===== src/stack_irq_regs.svh =====
// Offsets, field positions, reset values and cycle counts of the stack and interrupt unit
`ifndef STACK_IRQ_REGS_SVH
`define STACK_IRQ_REGS_SVH
// Unit I/O register offsets
`define IO_SP_LOW 6'h3D
`define IO_SP_HIGH 6'h3E
`define IO_STATUS 6'h3F
`define IO_CPU_CTRL 6'h35
`define IO_IRQ_EN 6'h30
`define IO_IRQ_FLAG 6'h31
// Field positions and widths
`define GIE_BIT 7
`define RELOC_BIT 1
`define SP_HIGH_W 3
// Reset values
`define SP_RESET 11'h4FF
`define STATUS_RESET 8'h00
`define CTRL_RESET 8'h00
`define IEN_RESET 8'h00
// Source layout: low nibble latched flags, high nibble level requests
`define FLAG_TYPE_MASK 8'h0F
`define BOOT_START 13'h1C00
`define VEC_STRIDE 13'h0002
// Cycle counts
`define WAKE_CYCLES 3'h4
// Sequencer register byte offsets on AXI4-Lite
`define AX_CTRL 8'h00
`define AX_ARG 8'h04
`define AX_IO 8'h08
`define AX_STATUS 8'h0C
`define AX_VEC 8'h10
`define AX_POPPC 8'h14
`define AX_OKAY 2'h0
`define AX_SLVERR 2'h2
`endif


===== src/stack_irq_pkg.sv =====
// Types shared by the stack and interrupt unit and its sequencer
package stack_irq_pkg;
  // Orders from the sequencer
  typedef enum logic [2:0] {OP_NONE, OP_PUSH, OP_POP, OP_CALL, OP_RET, OP_INTERRUPT_EXIT_INSTR, OP_CLI, OP_SEI}
    seq_op_e;
  // Unit sequence states
  typedef enum logic [3:0] {D_IDLE, D_POP_WAIT, D_POP_DATA, D_CALL_HI, D_RET_A, D_RET_HI,
    D_RET_LO, D_WAKE, D_ENT_LO, D_ENT_HI, D_ENT_WAIT} unit_state_e;
  // Whole state of the unit
  typedef struct packed {
    unit_state_e st;
    logic [10:0] sp;
    logic [7:0] status_flags_reg;
    logic [7:0] ien;
    logic [7:0] flag;
    logic [7:0] ctrl;
    logic hold_one;
    logic with_i;
    logic [2:0] cnt;
    logic [2:0] src;
    logic [12:0] pc_hold;
    logic [7:0] pop_hi;
    logic [10:0] mem_addr;
    logic mem_we;
    logic [7:0] mem_wdata;
    logic [7:0] pop_data;
    logic [12:0] pc_pop;
    logic done;
    logic vec_valid;
    logic [12:0] vec_addr;
    logic [7:0] io_rdata;
  } unit_s;
  // Whole state of the sequencer end
  typedef struct packed {
    logic aw_got;
    logic [7:0] aw_addr;
    logic w_got;
    logic [31:0] w_data;
    logic [3:0] w_strb;
    logic bvalid;
    logic [1:0] bresp;
    logic rvalid;
    logic [31:0] rdata;
    logic [1:0] rresp;
    seq_op_e op;
    logic op_go;
    logic boundary;
    logic sleeping;
    logic [12:0] cur_pc;
    logic [7:0] push_data;
    logic io_we;
    logic io_re;
    logic io_wait;
    logic [5:0] io_addr;
    logic [7:0] io_wdata;
    logic [7:0] io_cap;
    logic vec_seen;
    logic take_seen;
  } seq_s;
endpackage


===== src/stack_irq_if.sv =====
// Link between the program sequencer and the stack and interrupt unit
`timescale 1ns/1ps
interface stack_irq_if;
  import stack_irq_pkg::*;
  seq_op_e op; // Stack or enable order
  logic op_go; // Order strobe
  logic [12:0] cur_pc; // Return address of the current instruction
  logic [7:0] push_data; // Byte for a push
  logic boundary; // Next instruction about to start
  logic sleeping; // Core asleep
  logic io_we; // I/O write strobe
  logic io_re; // I/O read strobe
  logic [5:0] io_addr; // I/O offset
  logic [7:0] io_wdata; // I/O write byte
  logic busy; // Unit sequence running
  logic done; // Order finished
  logic [7:0] io_rdata; // I/O read byte
  logic [7:0] pop_data; // Popped byte
  logic [12:0] pc_pop; // Popped return address
  logic irq_take; // Interrupt accepted this cycle
  logic vec_valid; // Vector ready
  logic [12:0] vec_addr; // Vector address
  logic [12:0] reset_vec; // Reset vector address
  modport unit (input op, op_go, cur_pc, push_data, boundary, sleeping, io_we, io_re, io_addr,
    io_wdata, output busy, done, io_rdata, pop_data, pc_pop, irq_take, vec_valid, vec_addr,
    reset_vec);
  modport seq (output op, op_go, cur_pc, push_data, boundary, sleeping, io_we, io_re, io_addr,
    io_wdata, input busy, done, io_rdata, pop_data, pc_pop, irq_take, vec_valid, vec_addr,
    reset_vec);
endinterface


===== src/stack_irq_unit.sv =====
// Stack pointer and interrupt entry and return unit
// Behaviour
// - Push stores at top, pointer minus one
// - Calls and entry push address, minus two
// - Pop reads top, pointer plus one
// - Returns pop address, pointer plus two
// - Pointer in low and high byte registers
// - Pointer resets to last SRAM address
// - Runs on undivided core clock
// - Take needs source and global enable
// - Boot lock bits block by PC
// - Lower vector wins, reset highest
// - Relocate bit and fuse move vectors
// - Entry clears global enable bit
// - Vectoring or write-one clears flag
// - Disabled flag events stay latched
// - Level sources request only while present
// - One instruction after return first
// - Status flags never saved by hardware
// - Disable acts in same cycle
// - Instruction after enable runs first
// - Entry four cycles, pushes PC
// - Wake from sleep adds four cycles
// - Return four cycles, sets enable
// - Global enable is status bit seven
//
// Implementation choice: the AXI4-Lite slave port.
`timescale 1ns/1ps
`include "stack_irq_regs.svh"
module stack_irq_unit
  import stack_irq_pkg::*;
(
  input wire logic clk,
  input wire logic nrst,
  stack_irq_if.unit link,
  output logic [10:0] sram_addr,
  output logic sram_we,
  output logic [7:0] sram_wdata,
  input wire logic [7:0] sram_rdata,
  input wire logic [7:0] irq_event,
  input wire logic [7:0] irq_level,
  input wire logic boot_reset_vector_fuse,
  input wire logic [1:0] boot_lock_app_bits,
  input wire logic [1:0] boot_lock_boot_bits
);
  unit_s r; // Registered state
  unit_s n; // Next state
  logic [7:0] req; // Enabled requests
  logic gie_eff; // Global enable seen by this cycle
  logic lock_block; // Lock bits forbid taking
  logic take; // Accept an interrupt now
  logic [2:0] win; // Winning source
  logic in_boot; // Current PC in boot section
  logic [12:0] vbase; // Vector table base

  // Lowest index is the lowest vector, so it wins
  function automatic logic [2:0] first_set(input logic [7:0] v);
    logic [2:0] idx;
    idx = 3'h0;
    for (int i = 7; i >= 0; i--) begin
      if (v[i]) begin
        idx = 3'(i);
      end
    end
    return idx;
  endfunction

  // Request, gating and vector decisions
  always_comb begin
    // Flags latch, level sources are live
    req = ((r.flag & `FLAG_TYPE_MASK) | (irq_level & ~`FLAG_TYPE_MASK)) & r.ien;
    // Disable order and I/O clear act at once
    gie_eff = r.status_flags_reg[`GIE_BIT] & ~(link.op_go && link.op == OP_CLI)
      & ~(link.io_we && link.io_addr == `IO_STATUS && !link.io_wdata[`GIE_BIT]);
    in_boot = link.cur_pc >= `BOOT_START;
    // Programmed lock pair reads as other than all ones
    lock_block = ((boot_lock_app_bits != 2'h3) && !in_boot && r.ctrl[`RELOC_BIT])
      || ((boot_lock_boot_bits != 2'h3) && in_boot && !r.ctrl[`RELOC_BIT]);
    // Hold keeps one instruction before service
    take = (r.st == D_IDLE) && (link.boundary || link.sleeping) && gie_eff
      && !r.hold_one && !lock_block && (req != 8'h00);
    win = first_set(req);
    vbase = r.ctrl[`RELOC_BIT] ? `BOOT_START : 13'h0000;
  end

  // Next-state logic
  always_comb begin
    n = r;
    n.mem_we = 1'b0;
    n.done = 1'b0;
    n.vec_valid = 1'b0;
    n.io_rdata = r.io_rdata;
    // Boundary after a return or enable consumes the hold
    if (link.boundary && r.hold_one) begin
      n.hold_one = 1'b0;
    end
    unique case (r.st)
      D_IDLE: begin
        if (take) begin
          n.status_flags_reg[`GIE_BIT] = 1'b0;
          n.src = win;
          n.pc_hold = link.cur_pc;
          n.cnt = `WAKE_CYCLES - 3'h1;
          n.st = link.sleeping ? D_WAKE : D_ENT_LO;
        end else if (link.op_go) begin
          unique case (link.op)
            OP_PUSH: begin
              n.mem_we = 1'b1;
              n.mem_addr = r.sp;
              n.mem_wdata = link.push_data;
              n.sp = r.sp - 11'h001;
              n.done = 1'b1;
            end
            OP_POP: begin
              n.sp = r.sp + 11'h001;
              n.mem_addr = r.sp + 11'h001;
              n.st = D_POP_WAIT;
            end
            OP_CALL: begin
              n.pc_hold = link.cur_pc;
              n.mem_we = 1'b1;
              n.mem_addr = r.sp;
              n.mem_wdata = link.cur_pc[7:0];
              n.sp = r.sp - 11'h001;
              n.st = D_CALL_HI;
            end
            OP_RET, OP_INTERRUPT_EXIT_INSTR: begin
              n.with_i = link.op == OP_INTERRUPT_EXIT_INSTR;
              n.sp = r.sp + 11'h001;
              n.mem_addr = r.sp + 11'h001;
              n.st = D_RET_A;
            end
            OP_CLI: begin
              n.status_flags_reg[`GIE_BIT] = 1'b0;
              n.done = 1'b1;
            end
            OP_SEI: begin
              n.status_flags_reg[`GIE_BIT] = 1'b1;
              n.hold_one = 1'b1;
              n.done = 1'b1;
            end
            OP_NONE: begin
              n.done = 1'b1;
            end
          endcase
        end
      end
      // Synchronous SRAM gives data one cycle after the address
      D_POP_WAIT: begin
        n.st = D_POP_DATA;
      end
      D_POP_DATA: begin
        n.pop_data = sram_rdata;
        n.done = 1'b1;
        n.st = D_IDLE;
      end
      D_CALL_HI: begin
        n.mem_we = 1'b1;
        n.mem_addr = r.sp;
        n.mem_wdata = {3'h0, r.pc_hold[12:8]};
        n.sp = r.sp - 11'h001;
        n.done = 1'b1;
        n.st = D_IDLE;
      end
      D_RET_A: begin
        n.sp = r.sp + 11'h001;
        n.mem_addr = r.sp + 11'h001;
        n.st = D_RET_HI;
      end
      D_RET_HI: begin
        n.pop_hi = sram_rdata;
        n.st = D_RET_LO;
      end
      D_RET_LO: begin
        n.pc_pop = {r.pop_hi[4:0], sram_rdata};
        n.done = 1'b1;
        // Only the enable bit changes; other status bits stay as left
        if (r.with_i) begin
          n.status_flags_reg[`GIE_BIT] = 1'b1;
          n.hold_one = 1'b1;
        end
        n.st = D_IDLE;
      end
      // Extra wake-up cycles ahead of the entry sequence
      D_WAKE: begin
        n.cnt = r.cnt - 3'h1;
        if (r.cnt == 3'h0) begin
          n.st = D_ENT_LO;
        end
      end
      D_ENT_LO: begin
        n.mem_we = 1'b1;
        n.mem_addr = r.sp;
        n.mem_wdata = r.pc_hold[7:0];
        n.sp = r.sp - 11'h001;
        n.st = D_ENT_HI;
      end
      D_ENT_HI: begin
        n.mem_we = 1'b1;
        n.mem_addr = r.sp;
        n.mem_wdata = {3'h0, r.pc_hold[12:8]};
        n.sp = r.sp - 11'h001;
        n.st = D_ENT_WAIT;
      end
      D_ENT_WAIT: begin
        n.vec_valid = 1'b1;
        n.vec_addr = vbase + (13'({10'h000, r.src} + 13'h0001) * `VEC_STRIDE);
        n.st = D_IDLE;
      end
      default: begin
        n.st = D_IDLE;
      end
    endcase
    // Flag sources: set beats clear, vectoring and write-one clear
    begin
      logic [7:0] clr;
      clr = 8'h00;
      if (take) begin
        clr[win] = 1'b1;
      end
      if (link.io_we && link.io_addr == `IO_IRQ_FLAG) begin
        clr = clr | link.io_wdata;
      end
      n.flag = ((r.flag & ~clr) | irq_event) & `FLAG_TYPE_MASK;
    end
    // I/O register writes
    if (link.io_we) begin
      unique case (link.io_addr)
        `IO_SP_LOW: n.sp[7:0] = link.io_wdata;
        `IO_SP_HIGH: n.sp[10:8] = link.io_wdata[`SP_HIGH_W-1:0];
        `IO_STATUS: n.status_flags_reg = link.io_wdata;
        `IO_CPU_CTRL: n.ctrl = link.io_wdata & 8'h02;
        `IO_IRQ_EN: n.ien = link.io_wdata;
        default: ;
      endcase
    end
    // I/O register reads
    if (link.io_re) begin
      unique case (link.io_addr)
        `IO_SP_LOW: n.io_rdata = r.sp[7:0];
        `IO_SP_HIGH: n.io_rdata = {5'h00, r.sp[10:8]};
        `IO_STATUS: n.io_rdata = r.status_flags_reg;
        `IO_CPU_CTRL: n.io_rdata = r.ctrl;
        `IO_IRQ_EN: n.io_rdata = r.ien;
        `IO_IRQ_FLAG: n.io_rdata = r.flag | (irq_level & ~`FLAG_TYPE_MASK);
        default: n.io_rdata = 8'h00;
      endcase
    end
  end

  // Single state register on the undivided core clock
  always_ff @(posedge clk or negedge nrst) begin
    if (!nrst) begin
      r <= '0;
      r.st <= D_IDLE;
      r.sp <= `SP_RESET;
      r.status_flags_reg <= `STATUS_RESET;
      r.ctrl <= `CTRL_RESET;
      r.ien <= `IEN_RESET;
    end else begin
      r <= n;
    end
  end

  // Outputs
  assign link.busy = r.st != D_IDLE;
  assign link.done = r.done;
  assign link.io_rdata = r.io_rdata;
  assign link.pop_data = r.pop_data;
  assign link.pc_pop = r.pc_pop;
  assign link.irq_take = take;
  assign link.vec_valid = r.vec_valid;
  assign link.vec_addr = r.vec_addr;
  assign link.reset_vec = boot_reset_vector_fuse ? `BOOT_START : 13'h0000;
  assign sram_addr = r.mem_addr;
  assign sram_we = r.mem_we;
  assign sram_wdata = r.mem_wdata;
endmodule


===== src/flat_wrapper.sv =====
// flat-port wrapper written by rule: the top's interface ports become plain ports
module stack_irq_unit_flat import stack_irq_pkg::*;
  (clk, nrst, sram_addr, sram_we, sram_wdata, sram_rdata, irq_event, irq_level, boot_reset_vector_fuse, boot_lock_app_bits, boot_lock_boot_bits, link_op, link_op_go, link_cur_pc, link_push_data, link_boundary, link_sleeping, link_io_we, link_io_re, link_io_addr, link_io_wdata, link_busy, link_done, link_io_rdata, link_pop_data, link_pc_pop, link_irq_take, link_vec_valid, link_vec_addr, link_reset_vec);
  stack_irq_if link_i ();
  input wire logic clk;
  input wire logic nrst;
  output logic [10:0] sram_addr;
  output logic sram_we;
  output logic [7:0] sram_wdata;
  input wire logic [7:0] sram_rdata;
  input wire logic [7:0] irq_event;
  input wire logic [7:0] irq_level;
  input wire logic boot_reset_vector_fuse;
  input wire logic [1:0] boot_lock_app_bits;
  input wire logic [1:0] boot_lock_boot_bits;
  input wire logic [$bits(link_i.op)-1:0] link_op;
  input wire logic [$bits(link_i.op_go)-1:0] link_op_go;
  input wire logic [$bits(link_i.cur_pc)-1:0] link_cur_pc;
  input wire logic [$bits(link_i.push_data)-1:0] link_push_data;
  input wire logic [$bits(link_i.boundary)-1:0] link_boundary;
  input wire logic [$bits(link_i.sleeping)-1:0] link_sleeping;
  input wire logic [$bits(link_i.io_we)-1:0] link_io_we;
  input wire logic [$bits(link_i.io_re)-1:0] link_io_re;
  input wire logic [$bits(link_i.io_addr)-1:0] link_io_addr;
  input wire logic [$bits(link_i.io_wdata)-1:0] link_io_wdata;
  output wire logic [$bits(link_i.busy)-1:0] link_busy;
  output wire logic [$bits(link_i.done)-1:0] link_done;
  output wire logic [$bits(link_i.io_rdata)-1:0] link_io_rdata;
  output wire logic [$bits(link_i.pop_data)-1:0] link_pop_data;
  output wire logic [$bits(link_i.pc_pop)-1:0] link_pc_pop;
  output wire logic [$bits(link_i.irq_take)-1:0] link_irq_take;
  output wire logic [$bits(link_i.vec_valid)-1:0] link_vec_valid;
  output wire logic [$bits(link_i.vec_addr)-1:0] link_vec_addr;
  output wire logic [$bits(link_i.reset_vec)-1:0] link_reset_vec;
  assign link_i.op = link_op;
  assign link_i.op_go = link_op_go;
  assign link_i.cur_pc = link_cur_pc;
  assign link_i.push_data = link_push_data;
  assign link_i.boundary = link_boundary;
  assign link_i.sleeping = link_sleeping;
  assign link_i.io_we = link_io_we;
  assign link_i.io_re = link_io_re;
  assign link_i.io_addr = link_io_addr;
  assign link_i.io_wdata = link_io_wdata;
  assign link_busy = link_i.busy;
  assign link_done = link_i.done;
  assign link_io_rdata = link_i.io_rdata;
  assign link_pop_data = link_i.pop_data;
  assign link_pc_pop = link_i.pc_pop;
  assign link_irq_take = link_i.irq_take;
  assign link_vec_valid = link_i.vec_valid;
  assign link_vec_addr = link_i.vec_addr;
  assign link_reset_vec = link_i.reset_vec;
  stack_irq_unit u_core (.clk(clk), .nrst(nrst), .link(link_i), .sram_addr(sram_addr), .sram_we(sram_we), .sram_wdata(sram_wdata), .sram_rdata(sram_rdata), .irq_event(irq_event), .irq_level(irq_level), .boot_reset_vector_fuse(boot_reset_vector_fuse), .boot_lock_app_bits(boot_lock_app_bits), .boot_lock_boot_bits(boot_lock_boot_bits));
endmodule

===== config.mk =====
export PLATFORM = sky130hd
export DESIGN_NAME = stack_irq_unit_flat
export DESIGN_NICKNAME = d
export VERILOG_FILES = /design/src/stack_irq_pkg.sv /design/src/stack_irq_if.sv /design/src/stack_irq_unit.sv /design/src/flat_wrapper.sv
export VERILOG_INCLUDE_DIRS = /design/src
export SDC_FILE = /design/constraint.sdc
export NUM_CORES = 1
export LEC_CHECK = 0
export BUFFER_PORTS_ARGS = -buffer_cell sky130_fd_sc_hd__buf_4
export CAP_MARGIN = 25
export CELL_PAD_IN_SITES_DETAIL_PLACEMENT = 2
export CELL_PAD_IN_SITES_GLOBAL_PLACEMENT = 2
export CORE_ASPECT_RATIO = 1.4
export CORE_UTILIZATION = 34
export CTS_CLUSTER_SIZE = 40
export DETAILED_ROUTE_END_ITERATION = 6
export GPL_ROUTABILITY_DRIVEN = 1
export GPL_TIMING_DRIVEN = 1
export MAX_ROUTING_LAYER = met4
export PLACE_DENSITY_LB_ADDON = 0.2
export SLEW_MARGIN = 20
export SYNTH_ARGS = -nofsm -noshare
export SYNTH_HDL_FRONTEND = slang
export SYNTH_SLANG_ARGS = --single-unit

===== constraint.sdc =====
create_clock -name clk -period 2.6 [get_ports clk]
set_input_delay 0.26 -clock clk [delete_from_list [all_inputs] [get_ports clk]]
set_output_delay 0.26 -clock clk [all_outputs]
set_load 0.01 [all_outputs]

Word-level counts from Yosys, hierarchy flattened:

Cells that the tools add are included.

* add/sub/neg operators: 5
* bitwise gates (word level): 11
* $lt $le $gt $ge: 3
* reductions and logical operators: 49
* equality and inequality tests: 33
* muxes and demuxes: 56

Operator list (number)
* case mux 11 bit (3 select lines): 2
* 2-to-1 mux 13 bit: 5
* case mux 8 bit (6 select lines): 1
* case mux 11 bit (2 select lines): 2
* 2-to-1 mux 20 bit: 2
* == test 6 bit, second input constant: 6
* case mux 4 bit (7 select lines): 1
* 2-to-1 mux 27 bit: 1
* 2-to-1 mux 3 bit: 9
* case mux 9 bit (3 select lines): 1
* 2-to-1 mux 8 bit: 3
* 2-to-1 mux 4 bit: 5
* case mux 9 bit (2 select lines): 1
* == test 4 x 3 -> 1 bit, second input constant: 4
* 2-to-1 mux 16 bit: 1
* logical AND 1 bit: 15
* 2-to-1 mux 14 bit: 1
* adder 13 bit: 1
* greater-or-equal comparator 13 bit, second input constant: 1
* == test 3 bit, second input constant: 4
* == test 4 bit, second input constant: 3
* case mux 4 bit (3 select lines): 1
* AND reduction 4 bit: 3
* adder 11 x 1 -> 11 bit, second input constant: 1
* other kinds (40): 83

* logic and storage cells: 179
* register bits after elaboration: 126

Longest topological paths before layout:

Gate-level depths: netlist of the first run.

* depth after elaboration: 20
* mapped depth: 9
* depth with buffers taken out: 8

Least setup slack after synthesis of the first run:

OpenSTA, ideal clock, no wires.

* kind: register to register
* start: register u_core.r[136] in the netlist's numbering
* end: register u_core.r[75] in the netlist's numbering
* path buffers: 2
* slack: 0.237 ns
* stages on the path, launching flop included: 10
* library setup time: 0.125 ns
* arrival: 2.238 ns
* data required time: 2.475 ns
* cell sequence: dfrtp_1 -> buf_6 -> nor4_4 -> o2111ai_2 -> nor3_4 -> nand2_4 -> inv_4 -> a31oi_4 -> buf_6 -> mux2_4

* word-level cells in the longest chain between the ends: 8
* elaborated cells on any way between the ends: 10
* those cells by class: mux: 1; reduce/logical: 9

Ends and longest elaborated chain
* start: declaration: RTL line stack_irq_unit.sv:46 `unit_s r;`
* start signal: assignment: RTL line stack_irq_unit.sv:261 `r <= n;`
* zero test 4 bit (*): RTL line stack_irq_unit.sv:80 `take = (r.st == D_IDLE) && (link.boundary || link.sleeping) && gie_eff`
* logical AND 1 bit (*) (2 in a row): RTL line stack_irq_unit.sv:80
* logical AND 1 bit (*) (3 in a row): RTL line stack_irq_unit.sv:81 `&& !r.hold_one && !lock_block && (req != 8'h00);`
* via link_irq_take: RTL line flat_wrapper.sv:31 `output wire logic [$bits(link_i.irq_take)-1:0] link_irq_take;`
* nonzero test 2 bit (no line)
* AND reduction 3 bit (no line)

The timed path passes the listed nets; every way through them passes the cells marked *.
A chain may end at the register's enable or synchronous reset.

==> impl_metrics.json, run 1 <==
{
  "numClockSinks": 118,
  "io_buffers": 124,
  "worst_setup_path_start_kind": "register",
  "wl_per_cell_um": 22.8,
  "place_hpwl_um": 19300,
  "wl_um": 25400,
  "core_um2": 20600,
  "status": "complete, but fails checks",
  "final_common_cell": "buf_4",
  "cts.path.max_buffers": 2,
  "power_leakage_nw": 3.96,
  "synth_top_area_cell": "dfrtp_1",
  "place.gp.congestion": 0.839,
  "synth_area_um2": 7190,
  "antenna_found_initial": 0,
  "io_pins": 153,
  "place_area_um2": 8240,
  "yosys.area.top_type_share_pct": 37.9,
  "cap_violations": 0,
  "htreeDepth": 4,
  "synthTopCellsByArea": "dfrtp_1 38%, mux2_2 8.6%, buf_4 7.7%",
  "synth_edf_count": 0,
  "grt_setup_unrepaired": "true",
  "drt-initial-drc-count": 242,
  "final_area_um2": 8940,
  "ir_worst_vdd_mv": 0.522,
  "syn_to_final_growth_pct": 24.3,
  "initial_utilization_pct": 34.8,
  "avgSynthCellArea_um2": 9.68,
  "grt_overflow": 0,
  "rows": 62,
  "synthArstFlopShare_pct": 100,
  "dieWidth_um": 125,
  "crit_type": "register to register",
  "multi_input_area_um2": 3460,
  "finalHoldViolations": 0,
  "fin_skew_ns": 0.0117,
  "worstPathArrival_ns": 2.81,
  "total_power_mw": 10.5,
  "ys_types": 80,
  "drtPass1Iterations": 7,
  "slew_violations": 0,
  "fmax_mhz": 407,
  "powerDensity_nw_per_um2": 1170,
  "setup_viol": 0,
  "dieArea_um2": 21700,
  "finalCriticalPeriod_ns": 2.46,
  "cts_buffers": 17,
  "n_fill_cell": 2198,
  "synth.yosys.seq_area_share_pct": 41.2,
  "synth_cells": 743,
  "ff_latch_area_um2": 2970,
  "hold_path_class": "input port to register",
  "via_count": 6177,
  "critPathMaxFanout": 6,
  "layout-drive-gt1-share_pct": 36.9,
  "grt_pass1_wl_um": 39900,
  "worstMarginPinSlew_ns": 0.836,
  "synth-seq-cells": 118,
  "slew_headroom_pct": 44.3,
  "fin_crit_sh_pct": 94.5,
  "clk_latency_ns": 0.43,
  "drtAntennaViolNets": 0,
  "drc_errors": 26,
  "root_buffer": "clkbuf_16",
  "yosysWarnings": 0,
  "grt.total_usage_pct": 24.8,
  "critPathRequiredTime_ns": 2.95,
  "cts_tree": "yes",
  "fin_nets": 925,
  "grt_pass1_vias": 7063,
  "vias_per_cell": 5.54,
  "n_antenna_cell": 0,
  "path_clk_slew_ns": 0.06,
  "violations": "design-rule violations",
  "synth_flop_cell": "dfrtp_1",
  "endpoint_kind": "register",
  "mostFrequentLayoutCells": "185 x buf_4, 106 x dfrtp_1, 55 x mux2_2",
  "grt_max_degree": 55,
  "fin_setup_tns_ns": 0,
  "die-height_um": 174
}
==> synthesized netlist by cell type, types with 13 or more instances <==
cell type  instances
mux2i_1           13
mux2_2            55
nand2_1           54
o21ai_0           29
clkbuf_1          32
nor2_1            54
inv_1             18
a31oi_1           14
a21oi_1           33
o22ai_1           20
buf_4             74
nand3_1           28
dfrtp_1          109
==> through the flow <==
step / worst slack [ns] / cells / hold WS [ns] / utilization (%)
after floorplan: 0.237 / 758 / -0.0356 / -
after global placement: 0.177 / 1080 / 0.392 / 39.9
after detailed placement: 0.120 / 1080 / 0.412 / 39.9
after CTS: 0.0860 / 1114 / 0.00393 / 43.3
after global routing: -0.00134 / 1114 / 0.0173 / 43.3
final: 0.143 / 1114 / 0.0233 / 43.3
==> power by group <==
group          leakage (nW)  internal [mW]  total, mW  switching [mW]
registers              1.44           2.59       3.22           0.635
logic                  2.19           2.15       4.51            2.36
clock network         0.326           1.83       2.74           0.909
==> kinds of logic (layout without fill, tap and decap cells) <==
| kind of cell | count (synthesis) | after routing | share of synthesized area (%) |
|---|---|---|---|
| flip-flops | 118 | 118 | 41.2 |
| AO/OA/AOI/OAI | 189 | 189 | 18.7 |
| XOR/XNOR | 8 | 8 | 0.974 |
| adder cells (fa/ha/maj) | 6 | 6 | 1.04 |
| other | 1 | 16 | 0.0522 |
| multiplexers | 77 | 77 | 12.3 |
| AND/OR/NAND/NOR | 204 | 204 | 14.1 |
| buffers and inverters | 140 | 240 | 11.6 |
==> area by class of cell <==
type | instances | area share, %
clock buffers | 21 | 5.04
clock inverters | 11 | 2.46
inverters | 19 | 0.826
multi-input cells | 500 | 38.7
flip-flops and latches | 118 | 33.2
well taps | 256 | 3.58
repair buffers | 189 | 16.2
==> routing by layer <==
layer  vias up  routed length (um)  global-route usage [%]
li1       2822                   -                       -
met1      3176                9660                    25.4
met2       134               14200                    46.3
met3        45                 765                    4.06
met4         0                 785                    10.6
met5         -                   0                       -
==> critical path: stages, from the launching register on <==
cell and delay, ns:
dfstp_2 0.40, buf_4 0.16, or3_1 0.41, or2_1 0.33, or4_1 0.57, a221oi_2 0.25
a311oi_1 0.08, a31oi_1 0.19
==> repair_timing <==
item / 4_1_cts / 5_1_grt
hold buffers: 1 / 0
setup buffers: 2 / 0
hold endpoints to repair: 42 / 0
resized for setup: 5 / 1
pin swaps: 3 / 0
setup endpoints to repair: 1 / 1
gates cloned: 0 / 0
==> worst paths after layout <==
path	startpoint	endpoint	slack, ns	cells after the start
worst max-delay path	u_core.r[126]$_DFF_PN1_	u_core.r[134]$_DFF_PN0_	0.14	7
worst min-delay path	irq_event[0]	u_core.r[101]$_DFF_PN0_	0.02	2
worst max register to register	u_core.r[126]$_DFF_PN1_	u_core.r[134]$_DFF_PN0_	0.14	7
worst min register to register	u_core.sram_addr[3]$_DFFE_PN0P_	u_core.sram_addr[3]$_DFFE_PN0P_	0.48	2
max in group asynchronous	nrst	u_core.r[132]$_DFF_PN1_	1.35	3
min in group asynchronous	nrst	u_core.r[81]$_DFFE_PN0P_	0.47	2
==> registers in the layout (all words and copies together), names as in the netlist, 5 cells and up <==
| name | cells |
|---|---|
| u_core.link.io_rdata | 8 |
| u_core.link.pc_pop | 13 |
| u_core.link.pop_data | 8 |
| u_core.link.vec_addr | 5 |
| u_core.r | 62 |
| u_core.sram_addr | 11 |
| u_core.sram_wdata | 8 |
Note: power is estimated with default switching activity, not from simulation.
==> run 2, diff against run 1 <==
--- a/config.mk
+++ b/config.mk
@@ -18,6 +18,7 @@
 export GPL_TIMING_DRIVEN = 1
 export MAX_ROUTING_LAYER = met4
 export PLACE_DENSITY_LB_ADDON = 0.2
+export SETUP_SLACK_MARGIN = 0.2
 export SLEW_MARGIN = 20
 export SYNTH_ARGS = -nofsm -noshare
 export SYNTH_HDL_FRONTEND = slang
==> impl_metrics.json, run 2 (same netlist as run 1, synthesis figures left out) <==
{
  "clkPwrFrac_pct": 25.9,
  "whs_path_depth": 2,
  "pre_cts_ws_ns": 0.120,
  "ff_latch_area_um2": 2970,
  "via_count": 6258,
  "drc_errors": 27,
  "p_sw_share_pct": 37.4,
  "setup_viol": 0,
  "mostFrequentLayoutCells": "186 x buf_4, 105 x dfrtp_1, 55 x mux2_2",
  "slowest_stage": "dfrtp_2",
  "place_hpwl_um": 19300,
  "dp_cells": 1080,
  "numClockSinks": 118,
  "htreeDepth": 4,
  "p_seq_share_pct": 30.3,
  "critical-path-max-stage-delay_ns": 0.42,
  "p_switching_mw": 3.97,
  "cp_cell_sequence": "nor4_4, o2111ai_2, nor3_4, buf_6, nand2_4, inv_4, buf_8, buf_4",
  "ir_worst_vdd_mv": 0.569,
  "endpoint_kind": "primary output",
  "n_antenna_cell": 0,
  "violations": "design-rule violations",
  "rr_startpoint": "u_core.r[137]$_DFFE_PN0P_",
  "place_area_um2": 8240,
  "worstPathArrival_ns": 2.17,
  "status": "complete, but fails checks",
  "cts_tree": "yes",
  "wl_per_cell_um": 23.0,
  "n_fill_cell": 2189,
  "syn_to_final_growth_pct": 25.5,
  "grt_setup_unrepaired": "true",
  "powerDensity_nw_per_um2": 1180,
  "fin_crit_sh_pct": 93.5,
  "cap_violations": 0,
  "cts.path.max_buffers": 2,
  "regToRegEndpoint": "u_core.r[125]$_DFF_PN1_",
  "drtAntennaViolNets": 0,
  "power_leakage_nw": 4.00,
  "io_buffers": 124,
  "clk_latency_ns": 0.43,
  "fin_setup_tns_ns": 0,
  "worst_setup_path_start_kind": "register",
  "grt_max_degree": 55,
  "critPathTopFamily": "simple AND/OR/NAND/NOR gates",
  "grt_pass1_vias": 7096,
  "hold_path_class": "input port to register",
  "dieWidth_um": 125,
  "fin_skew_ns": 0.0122,
  "holdWs_ns": 0.0211,
  "io_pins": 153,
  "min-delay-start": "irq_event[0]",
  "drt-initial-drc-count": 248,
  "r2r_cells": 7,
  "slew_violations": 0,
  "slew_headroom_pct": 43.5,
  "initial_utilization_pct": 34.8,
  "critPathBufInv": 4,
  "drtPass1Iterations": 7,
  "place.gp.congestion": 0.839,
  "fmax_mhz": 412,
  "fin_nets": 928,
  "path_clk_slew_ns": 0.06,
  "dieArea_um2": 21700,
  "root_buffer": "clkbuf_16",
  "core_um2": 20600,
  "holdPathEnd": "u_core.r[101]$_DFF_PN0_",
  "grt.total_usage_pct": 25.0,
  "crit_type": "register to primary output",
  "layout-drive-gt1-share_pct": 38.4,
  "ff2ff_setup_slack_ns": 0.28,
  "instances_no_fill": 1117,
  "wl_um": 25700,
  "grt_pass1_wl_um": 40300,
  "finalCriticalPeriod_ns": 2.43,
  "worstMarginPinSlew_ns": 0.848,
  "fin_ws_ns": 0.170,
  "final_area_um2": 9030,
  "vias_per_cell": 5.60,
  "final_common_cell": "buf_4",
  "antenna_found_initial": 0,
  "largest_reg_flops": 62,
  "finalHoldViolations": 0,
  "cts_buffers": 17,
  "final_util_pct": 43.7,
  "total_power_mw": 10.6,
  "critPathMaxFanout": 9,
  "regMostFlops": "u_core.r",
  "p_comb_share_pct": 43.7,
  "multi_input_area_um2": 3510,
  "critPathRequiredTime_ns": 2.34,
  "die-height_um": 174,
  "grt_overflow": 0,
  "intPower_mw": 6.64,
  "rows": 62
}
run 2: cell count changes in the layout (fill, tap and decap cells not counted), sizes merged:
cell / delta
buf: +3
run 2: cell type report:
cell class / count / area share (%)
tap: 256 / 3.55
timing repair buffer: 192 / 16.4
clock inverter: 11 / 2.44
inverter: 19 / 0.818
clock buffer: 21 / 4.99
multi-input combinational: 500 / 38.9
sequential: 118 / 32.9
run 2: how the worst max path moves through the flow:
| stage | depth (start not counted) | slack [ns] | start | to |
|---|---|---|---|---|
| 3_5_place_dp | 8 | 0.12 | u_core.r[125]$_DFF_PN1_ | u_core.r[133]$_DFF_PN0_ |
| 6_report | 8 | 0.17 | u_core.r[138]$_DFFE_PN0P_ | link_irq_take |
| 2_1_floorplan | 9 | 0.24 | u_core.r[136]$_DFFE_PN0P_ | u_core.r[75]$_DFFE_PN0P_ |
| 4_1_cts | 8 | 0.11 | u_core.r[138]$_DFFE_PN0P_ | link_irq_take |
| 5_1_grt | 8 | 0.04 | u_core.r[138]$_DFFE_PN0P_ | link_irq_take |
| 3_3_place_gp | 8 | 0.18 | u_core.r[125]$_DFF_PN1_ | u_core.r[133]$_DFF_PN0_ |
run 2: power by group through the flow:
stage	combinational [mW]	sequential, mW	clock, mW
4_1_cts	4.62	3.23	2.80
3_5_place_dp	4.48	3.25	0
2_1_floorplan	3.20	2.90	0
6_report	4.64	3.22	2.75
5_1_grt	5.03	3.32	2.87
3_3_place_gp	4.31	3.18	0
run 2: repair_timing:
action / 4_1_cts / 5_1_grt
setup buffers: 4 / 0
endpoints found under the hold margin: 42 / 0
resized for setup: 12 / 9
hold buffers: 1 / 0
pin swaps: 3 / 4
endpoints found under the setup margin: 6 / 23
run 2: per-layer routing:
layer  share of wire, %  vias up  GRT usage [%]
li1                   -     2832              -
met1                 38     3228           25.5
met2                 56      148           46.9
met3                3.0       50           4.25
met4                3.2        0           10.8
met5                  0        -              -
